===== src/logic/sleep_supply_pkg.sv =====
// Constants for the sleep-state supply control register bank
package sleep_supply_pkg;
   // ****************************************
   // Register offsets
   // ****************************************
   localparam logic [7:0] ADDR_LDO_HOLD = 8'h41;
   localparam logic [7:0] ADDR_RES_HOLD = 8'h42;
   localparam logic [7:0] ADDR_LDO_SLEEP_OFF = 8'h43;
   localparam logic [7:0] ADDR_CONV_SLEEP_OFF = 8'h44;
   localparam logic [7:0] ADDR_LDO_PIN_ONE = 8'h45;
   localparam logic [7:0] ADDR_CONV_PIN_ONE = 8'h46;
   localparam logic [7:0] ADDR_LDO_PIN_TWO = 8'h47;
   // ****************************************
   // Writable bit masks and reset value
   // ****************************************
   localparam logic [7:0] MASK_FULL = 8'hFF;
   localparam logic [7:0] MASK_RES_HOLD = 8'hF7;
   localparam logic [7:0] MASK_CONV_SLEEP_OFF = 8'h9F;
   localparam logic [7:0] MASK_CONV_PIN_ONE = 8'h1F;
   localparam logic [7:0] RESET_VALUE = 8'h00;
   // ****************************************
   // Field positions
   // ****************************************
   localparam int IO_BIT = 0;
   localparam int CORE_A_BIT = 1;
   localparam int CORE_B_BIT = 2;
   localparam int EXT_BIT = 3;
   localparam int WAKE_SEL_BIT = 7;
   localparam int NUM_LDO = 8;
   localparam int NUM_CONV = 4;
   localparam int NUM_PWM = 3;
endpackage : sleep_supply_pkg


===== src/logic/sleep_state_supply_control.sv =====
// Sleep-state supply control register bank and supply state decode
// Notes on behaviour
// - Hold bit set keeps converter PWM in sleep
// - Hold bit clear forces PFM; PFM stays PFM
// - LDO sleep-off bit turns LDO off in sleep
// - LDO sleep-off acts only when hold bit clear
// - Converter sleep-off bits 3..0 turn converter off
// - Converter sleep-off acts only when hold clear
// - Wake select restores default voltages on wake
// - Assigned LDO full on while pin one high
// - Pin low: hold clear off, set low power
// - Unassigned LDO ignores pin level entirely
// - Any assignment bit disables voltage-scaling port
// - Core buck voltage from operating or sleep register
// - Pin low with hold: low power unless off
// - External converter voltage follows pin one likewise
// - IO buck on with pin high; pin low: low power if hold set, else off
// - Pin two LDO register mirrors pin one control
// - LDO bit order 3,4,7,8,5,2,1,6, reset zero
// - Assignments cleared by turn-off reset only
// - LDO hold bit keeps full load in sleep
`timescale 1ns/1ns
`default_nettype none
module sleep_state_supply_control (
   input wire logic i_clk,
   input wire logic i_nrst,
   input wire logic i_general_rst,
   input wire logic [7:0] i_reg_addr,
   input wire logic i_reg_wr,
   input wire logic i_reg_rd,
   input wire logic [7:0] i_reg_wdata,
   input wire logic i_sleep,
   input wire logic i_wake,
   input wire logic i_mux_ctl_pin_one,
   input wire logic i_mux_ctl_pin_two,
   input wire logic [7:0] i_ldo_enabled,
   input wire logic [3:0] i_conv_enabled,
   input wire logic [2:0] i_conv_pfm_mode,
   input wire logic [3:0] i_conv_op_off,
   input wire logic [3:0] i_conv_sleep_volt_off,
   output logic [7:0] o_reg_rdata,
   output logic [7:0] o_ldo_on,
   output logic [7:0] o_ldo_low_power,
   output logic [3:0] o_conv_on,
   output logic [3:0] o_conv_low_power,
   output logic [2:0] o_conv_pfm,
   output logic [3:0] o_conv_use_sleep_voltage,
   output logic o_restore_defaults,
   output logic o_vs_i2c_disable
);
   // ****************************************
   // State
   // ****************************************
   typedef struct packed {
      logic [7:0] ldo_hold;
      logic [7:0] res_hold;
      logic [7:0] ldo_off;
      logic [7:0] conv_off;
      logic [7:0] ldo_pin_one;
      logic [7:0] conv_pin_one;
      logic [7:0] ldo_pin_two;
      logic pin_one_s1;
      logic pin_one_s2;
      logic pin_two_s1;
      logic pin_two_s2;
      logic [7:0] rdata;
      logic [7:0] ldo_on;
      logic [7:0] ldo_lp;
      logic [3:0] conv_on;
      logic [3:0] conv_lp;
      logic [2:0] conv_pfm;
      logic [3:0] conv_slv;
      logic restore;
      logic vs_dis;
   } state_type;

   state_type s_r;
   state_type s_nxt;

   // ****************************************
   // Helper functions
   // ****************************************
   function automatic logic [7:0] masked_write(input logic [7:0] old, input logic [7:0] wd, input logic [7:0] m);
      masked_write = (old & ~m) | (wd & m);
   endfunction : masked_write

   function automatic logic pin_level(input logic a1, input logic a2, input logic p1, input logic p2);
      pin_level = (a1 & p1) | (a2 & p2);
   endfunction : pin_level

   // ****************************************
   // Next state
   // ****************************************
   always_comb
   begin
      logic pin;
      logic hold;
      pin = 1'b0;
      hold = 1'b0;
      s_nxt = s_r;
      s_nxt.pin_one_s1 = i_mux_ctl_pin_one;
      s_nxt.pin_one_s2 = s_r.pin_one_s1;
      s_nxt.pin_two_s1 = i_mux_ctl_pin_two;
      s_nxt.pin_two_s2 = s_r.pin_two_s1;
      if (i_reg_wr)
      begin
         case (i_reg_addr)
            sleep_supply_pkg::ADDR_LDO_HOLD:
               s_nxt.ldo_hold = masked_write(s_r.ldo_hold, i_reg_wdata, sleep_supply_pkg::MASK_FULL);
            sleep_supply_pkg::ADDR_RES_HOLD:
               s_nxt.res_hold = masked_write(s_r.res_hold, i_reg_wdata, sleep_supply_pkg::MASK_RES_HOLD);
            sleep_supply_pkg::ADDR_LDO_SLEEP_OFF:
               s_nxt.ldo_off = masked_write(s_r.ldo_off, i_reg_wdata, sleep_supply_pkg::MASK_FULL);
            sleep_supply_pkg::ADDR_CONV_SLEEP_OFF:
               s_nxt.conv_off = masked_write(s_r.conv_off, i_reg_wdata, sleep_supply_pkg::MASK_CONV_SLEEP_OFF);
            sleep_supply_pkg::ADDR_LDO_PIN_ONE:
               s_nxt.ldo_pin_one = masked_write(s_r.ldo_pin_one, i_reg_wdata, sleep_supply_pkg::MASK_FULL);
            sleep_supply_pkg::ADDR_CONV_PIN_ONE:
               s_nxt.conv_pin_one = masked_write(s_r.conv_pin_one, i_reg_wdata, sleep_supply_pkg::MASK_CONV_PIN_ONE);
            sleep_supply_pkg::ADDR_LDO_PIN_TWO:
               s_nxt.ldo_pin_two = masked_write(s_r.ldo_pin_two, i_reg_wdata, sleep_supply_pkg::MASK_FULL);
            default:
            begin
            end
         endcase
      end
      // General reset clears its own domain and leaves the pin assignments alone
      if (i_general_rst)
      begin
         s_nxt.ldo_hold = sleep_supply_pkg::RESET_VALUE;
         s_nxt.res_hold = sleep_supply_pkg::RESET_VALUE;
         s_nxt.ldo_off = sleep_supply_pkg::RESET_VALUE;
         s_nxt.conv_off = sleep_supply_pkg::RESET_VALUE;
      end
      if (i_reg_rd)
      begin
         case (i_reg_addr)
            sleep_supply_pkg::ADDR_LDO_HOLD: s_nxt.rdata = s_r.ldo_hold;
            sleep_supply_pkg::ADDR_RES_HOLD: s_nxt.rdata = s_r.res_hold;
            sleep_supply_pkg::ADDR_LDO_SLEEP_OFF: s_nxt.rdata = s_r.ldo_off;
            sleep_supply_pkg::ADDR_CONV_SLEEP_OFF: s_nxt.rdata = s_r.conv_off;
            sleep_supply_pkg::ADDR_LDO_PIN_ONE: s_nxt.rdata = s_r.ldo_pin_one;
            sleep_supply_pkg::ADDR_CONV_PIN_ONE: s_nxt.rdata = s_r.conv_pin_one;
            sleep_supply_pkg::ADDR_LDO_PIN_TWO: s_nxt.rdata = s_r.ldo_pin_two;
            default: s_nxt.rdata = 8'h00;
         endcase
      end
      // ****************************************
      // LDO state
      // ****************************************
      for (int i = 0; i < sleep_supply_pkg::NUM_LDO; i++)
      begin
         hold = s_r.ldo_hold[i];
         pin = pin_level(s_r.ldo_pin_one[i], s_r.ldo_pin_two[i], s_r.pin_one_s2, s_r.pin_two_s2);
         if (s_r.ldo_pin_one[i] | s_r.ldo_pin_two[i])
         begin
            s_nxt.ldo_on[i] = pin | hold;
            s_nxt.ldo_lp[i] = ~pin & hold;
         end
         else if (i_sleep)
         begin
            s_nxt.ldo_on[i] = i_ldo_enabled[i] & ~(s_r.ldo_off[i] & ~hold);
            s_nxt.ldo_lp[i] = i_ldo_enabled[i] & ~s_r.ldo_off[i] & ~hold;
         end
         else
         begin
            s_nxt.ldo_on[i] = i_ldo_enabled[i];
            s_nxt.ldo_lp[i] = 1'b0;
         end
      end
      // ****************************************
      // Converter state
      // ****************************************
      for (int i = 0; i < sleep_supply_pkg::NUM_CONV; i++)
      begin
         hold = s_r.res_hold[i];
         pin = s_r.pin_one_s2;
         if (s_r.conv_pin_one[i] && i == sleep_supply_pkg::IO_BIT)
         begin
            s_nxt.conv_on[i] = pin | hold;
            s_nxt.conv_lp[i] = ~pin & hold;
            s_nxt.conv_slv[i] = 1'b0;
         end
         else if (s_r.conv_pin_one[i])
         begin
            s_nxt.conv_on[i] = pin ? ~i_conv_op_off[i] : ~i_conv_sleep_volt_off[i];
            s_nxt.conv_lp[i] = ~pin & hold & ~i_conv_sleep_volt_off[i];
            s_nxt.conv_slv[i] = ~pin;
         end
         else if (i_sleep)
         begin
            s_nxt.conv_on[i] = i_conv_enabled[i] & ~(s_r.conv_off[i] & ~hold);
            s_nxt.conv_lp[i] = 1'b0;
            s_nxt.conv_slv[i] = 1'b0;
         end
         else
         begin
            s_nxt.conv_on[i] = i_conv_enabled[i];
            s_nxt.conv_lp[i] = 1'b0;
            s_nxt.conv_slv[i] = 1'b0;
         end
      end
      for (int i = 0; i < sleep_supply_pkg::NUM_PWM; i++)
      begin
         if (i_sleep && !s_r.conv_pin_one[i])
         begin
            s_nxt.conv_pfm[i] = i_conv_pfm_mode[i] | ~s_r.res_hold[i];
         end
         else
         begin
            s_nxt.conv_pfm[i] = i_conv_pfm_mode[i];
         end
      end
      s_nxt.restore = i_wake & s_r.conv_off[sleep_supply_pkg::WAKE_SEL_BIT];
      s_nxt.vs_dis = (|s_r.ldo_pin_one) | (|s_r.conv_pin_one) | (|s_r.ldo_pin_two);
   end

   // ****************************************
   // Registers; asynchronous reset is the turn-off reset
   // ****************************************
   always_ff @(posedge i_clk or negedge i_nrst)
   begin
      if (!i_nrst)
      begin
         s_r <= '0;
      end
      else
      begin
         s_r <= s_nxt;
      end
   end

   assign o_reg_rdata = s_r.rdata;
   assign o_ldo_on = s_r.ldo_on;
   assign o_ldo_low_power = s_r.ldo_lp;
   assign o_conv_on = s_r.conv_on;
   assign o_conv_low_power = s_r.conv_lp;
   assign o_conv_pfm = s_r.conv_pfm;
   assign o_conv_use_sleep_voltage = s_r.conv_slv;
   assign o_restore_defaults = s_r.restore;
   assign o_vs_i2c_disable = s_r.vs_dis;
endmodule : sleep_state_supply_control
`default_nettype wire


===== config.mk =====
export PLATFORM = sky130hd
export DESIGN_NAME = sleep_state_supply_control
export DESIGN_NICKNAME = d
export VERILOG_FILES = /design/src/logic/sleep_supply_pkg.sv /design/src/logic/sleep_state_supply_control.sv
export SDC_FILE = /design/constraint.sdc
export NUM_CORES = 1
export LEC_CHECK = 0
export ABC_AREA = 1
export ABC_CLOCK_PERIOD_IN_PS = 2300
export BUFFER_PORTS_ARGS = -buffer_cell sky130_fd_sc_hd__buf_4
export CORE_MARGIN = 2
export CORE_UTILIZATION = 50
export CTS_BUF_LIST = sky130_fd_sc_hd__clkbuf_8
export DETAILED_ROUTE_END_ITERATION = 6
export HOLD_SLACK_MARGIN = 0.12
export PLACE_DENSITY = 0.73
export RECOVER_POWER = 25
export SYNTH_ARGS = -nofsm -noshare
export SYNTH_HDL_FRONTEND = slang
export SYNTH_SLANG_ARGS = --single-unit

===== constraint.sdc =====
create_clock -name i_clk -period 2.3 [get_ports i_clk]
set_input_delay 0.345 -clock i_clk [delete_from_list [all_inputs] [get_ports i_clk]]
set_output_delay 0.345 -clock i_clk [all_outputs]
set_load 0.01 [all_outputs]

## After elaboration in Yosys (flattened, before gate mapping)

Index checks and enable logic that the tools add are counted.

- Add/subtract/negate cells: 0
- Equality and inequality tests: 7
- Multiply operators: 0
- Div/mod/pow operators: 0
- Bitwise operators: 152
- Multiplexer cells: 63
- $lt $le $gt $ge: 0
- Shift operators: 0
- Reductions and logical operators: 21

Operators by type and width:

| operator | count |
|---|---|
| 1-bit bitwise AND | 72 |
| 8-bit by 7-bit equality test with 1-bit output (second input constant) | 7 |
| 56-bit 2-to-1 mux | 1 |
| 8-bit 2-to-1 mux | 7 |
| 8-bit case mux with 7 select lines | 1 |
| 1-bit 2-to-1 mux | 53 |
| 1-bit inverter | 47 |
| 32-bit 2-to-1 mux | 1 |
| 1-bit OR | 30 |
| 8-bit OR reduction | 3 |
| 2-bit AND reduction | 7 |
| 2-bit nonzero test | 5 |
| 4-bit by 8-bit OR with 8-bit output | 1 |
| 7-bit by 8-bit OR with 8-bit output | 1 |
| 8-bit by 5-bit OR with 8-bit output | 1 |
| 1-bit logical AND | 3 |
| 1-bit logical NOT | 3 |

- Bits in latches: 0
- Memory bits (read-only): 0
- Memories kept: 0
- Output and inout bits: 41
- Input port bits: 48
- RAM bits: 0
- Word-level logic and storage cells: 263
- Register bits: 100

## Longest topological paths before layout

- Depth after elaboration: 6
- Mapped depth: 11
- Mapped depth without buffers: 9

## Worst setup path before layout

Ideal clock, no wire load.

- Kind: in2reg
- Start point: input port i_reg_addr[7]
- End point: register s_r[80] (netlist bit)
- Library setup time: 0.127 ns
- Path buffers: 2
- Stages on the path: 8
- Arrival time: 1.115 ns
- Data required time: 2.173 ns
- Setup slack: 1.058 ns
- Cells stage by stage: inv_2 -> nand2_2 -> nor2_8 -> buf_8 -> buf_6 -> nand3_4 -> nand3_1 -> o21ai_0

- Word-level cells in the longest chain between the ends: 3

RTL lines:

| what | line | text |
|---|---|---|
| start, declared | sleep_state_supply_control.sv:28 | `input wire logic [7:0] i_reg_addr,` |
| 8-bit by 7-bit equality test with 1-bit output | sleep_state_supply_control.sv:107 | `case (i_reg_addr)` |
| 2-bit nonzero test (no source line) | n/a |  |
| 2-bit AND reduction (no source line) | n/a |  |
| end signal, assigned | sleep_state_supply_control.sv:229 | `s_r <= s_nxt;` |
| end, declared | sleep_state_supply_control.sv:77 | `state_type s_r;` |

No other way between the ends.
A chain may end at the register's enable or synchronous reset.

==> key figures <==
Worst setup path
  – Critical-path maximum fanout: 12
  – Top delay family on crit path: flip-flops
  – Worst setup SP type: flop
  – CP endpoint kind: flop
  – Slowest cell on the critical path: dfrtp_1
  – Crit-path max cell delay: 0.52 ns
  – CP arrival: between 1.5 and 2 ns
  – Worst Setup Path Type: reg2reg
  – Cells along the critical path: inv_1, o22ai_1, a21oi_1, o21ai_0
  – Worst EP required: 2.53 ns
  – WP buf/inv: 1

Timing
  – Max-slew violation count: 0
  – Slew HR: 0.2202
  – Setup total negative slack: 0 ns
  – Slew @ Worst Pin: around 1.2 ns
  – RSZ-0062 raised after global routing: false
  – Final Skew: around 0.0094 ns
  – Final Setup Violations: 0
  – Final period utilization: 0.7112
  – Final-report hold violation count: 0
  – Fin crit period: 1.636 ns
  – Fmax achieved: ~0.61 GHz

Yosys
  – Main flop type after synthesis: dfrtp_1
  – Top cells by count, synth: 122 x nand2_1, 94 x dfrtp_1, 68 x inv_1
  – Synth area leader: dfrtp_1
  – Count of cell types in the netlist: 33
  – Mapped cell area: between 4000 and 5000 um^2
  – Mean Syn Cell Area: between 8 and 9 um^2
  – Post-Synthesis Cells: roughly 580
  – Count leader, synth: nand2_1
  – Yosys reg bits: 94
  – Share of the synthesized area in the top cell type: 0.4872
  – Yosys warnings: 0
  – Share of flip-flops with an asynchronous set or reset: 1.000
  – Post-synthesis sequential area ratio: 0.4872
  – Post-synth EDFFs: 0
  – Leading post-synthesis cells by cell area: dfrtp_1 49%, nand2_1 9.5%, o21ai_0 6.7%, buf_4 6.1%, nand3_1 5.8%

Routing
  – Antenna viol nets, final: 0
  – Wire length after detailed routing: approximately 12 mm
  – Router iterations before antenna repair: 5
  – DR vias/cell: roughly 5.4
  – DRT iter0 DRCs: approximately 350
  – DRC Markers: 0
  – Via count: around 4,100
  – Drt wl/cell: between 15 and 20 um

Global routing
  – Total Routing Usage GR: 0.2481
  – Largest net degree at the start of global routing: 47
  – Global-route wire length before repair: ~20 mm
  – Antenna violations before repair: 0
  – Vias in the first global route: between 3,000 and 4,000
  – GRT overflow: 0

CTS
  – Cts repair resizes: 0
  – Postcts setup bufs: 0
  – CTS tree: yes
  – Worst-Skew Late Latency: about 0.36 ns
  – CTS Buf Count: 9
  – CTS max path bufs: 2
  – H-tree Lvls: 3
  – CTS root buf: clkbuf_8
  – Reg clk slew, reported paths: ~0.090 ns
  – Clk sink count: 94
  – Cts hold-fix bufs: 3

Placed design
  – DP Area: around 5300 um^2
  – Final HPWL DP: ~9 mm
  – I/O Buffers: 85
  – Placed Instances: 750
  – GP Congestion: a little over 0.9

Pwr
  – Max VDD drop: around 0.33 mV
  – Static leakage: 2.728 nW
  – PD cells: 574.6 nW/um^2
  – Total power draw: about 3.2 mW

Hold path
  – Hold crit path type: in2reg

Final layout
  – Layout cells sized above 1: 0.2203
  – Core Util, Final: 0.5912
  – Nets: roughly 680
  – N_diodes: 0
  – Area growth, synth to finish: 13.68%
  – Finished Layout Cells: 769
  – Post-Layout Inst Area: 5489 um^2
  – Number of fill cells in the layout: roughly 850

Floorplan
  – Initial core utilization: 0.5201
  – Die height: roughly 100 um
  – Die ar.: about 10,000 um^2
  – Die width: just over 100 um
  – IO Count: 89
  – CORE AREA: between 9000 and 10,000 um^2
  – # rows: 35

Outcome
  – Status: complete, no violations

Flow run
  – Max-cap violations: 0
cells in the final DEF (no fill, tap or decap), drive strengths merged:
| master | n |
|---|---|
| o211ai | 1 |
| dfrtp | 94 |
| o22ai | 12 |
| clkinvlp | 1 |
| nor3 | 5 |
| dlygate4sd3 | 3 |
| inv | 74 |
| nand2 | 131 |
| o21ai | 74 |
| a21oi | 6 |
| conb | 2 |
| nand3 | 58 |
| o32ai | 7 |
| nand3b | 1 |
| clkbuf | 13 |
| nand4 | 1 |
| clkinv | 6 |
| nor4 | 3 |
| nor2 | 56 |
| buf | 88 |
| or2 | 2 |
| o21bai | 2 |
worst reg2reg max path: stages, from the launching register on:
cell,delay [ns]
dfrtp_1,0.52
inv_1,0.51
o22ai_1,0.21
a21oi_1,0.15
o21ai_0,0.12
final cells by class:
type | count | area (um^2) | area share
Sequential cell | 94 | 2352 | 0.4285
Tap cell | 129 | 161.4 | 0.02941
Clock inverter | 6 | 38.79 | 0.007066
Timing Repair Buffer | 94 | 723.2 | 0.1318
Clock buffer | 10 | 137.6 | 0.02507
Multi-Input combinational cell | 361 | 1794 | 0.3269
Inverter | 75 | 281.5 | 0.05129
cell families after synthesis:
family | after synthesis | synth area share
AOI/OAI and AO/OA | 102 | 0.1197
other | 1 | 0.0007767
buffers and inverters | 127 | 0.1420
and+or+nand+nor | 257 | 0.2503
DFF | 94 | 0.4872
metrics by stage:
step	worst slack, ns	hold slack (ns)
after global routing	0.3812	0.1291
after CTS	0.6972	0.1293
final	0.6641	0.1380
after floorplan	1.058	0.04941
after global placement	0.5491	0.3322
after detailed placement	0.4262	0.3347
path summary, 6_finish.rpt:
check	from	endpoint	slack, ns	depth (start not counted)
min in group asynchronous	i_nrst	o_conv_use_sleep_voltage[3]$_DFF_PN0_	0.75	2
max	s_r[43]$_DFF_PN0_	o_ldo_on[2]$_DFF_PN0_	0.66	4
max reg2reg	s_r[43]$_DFF_PN0_	o_ldo_on[2]$_DFF_PN0_	0.66	4
min	i_conv_sleep_volt_off[2]	o_conv_low_power[2]$_DFF_PN0_	0.14	2
min reg2reg	s_nxt[43]$_DFF_PN0_	s_r[43]$_DFF_PN0_	0.35	0
max in group asynchronous	i_nrst	o_ldo_on[2]$_DFF_PN0_	0.67	3
sequential cells by signal (all words and copies together), names as in the netlist:
register                  cells
s_r                          52
o_ldo_low_power               8
o_ldo_on                      8
o_reg_rdata                   8
o_conv_low_power              4
o_conv_on                     4
o_conv_pfm                    3
o_conv_use_sleep_voltage      3
s_nxt                         2
o_restore_defaults            1
o_vs_i2c_disable              1
layer usage:
layer,track usage,share of wire,vias to the layer above
met1,0.3553,0.44,1945
met3,0.03352,0.084,21
met4,0.09026,0.019,0
li1,-,-,1948
met2,0.3882,0.46,207
met5,0,0,-
power breakdown:
part	switching [mW]	internal, mW	leakage (nW)
Sequential	0.0512	1.72	1.15
Combinational	0.232	0.153	1.49
Clock	0.578	0.419	0.0934
Total	0.861	2.29	2.73
No activity file was read; power rests on OpenSTA's default activity.
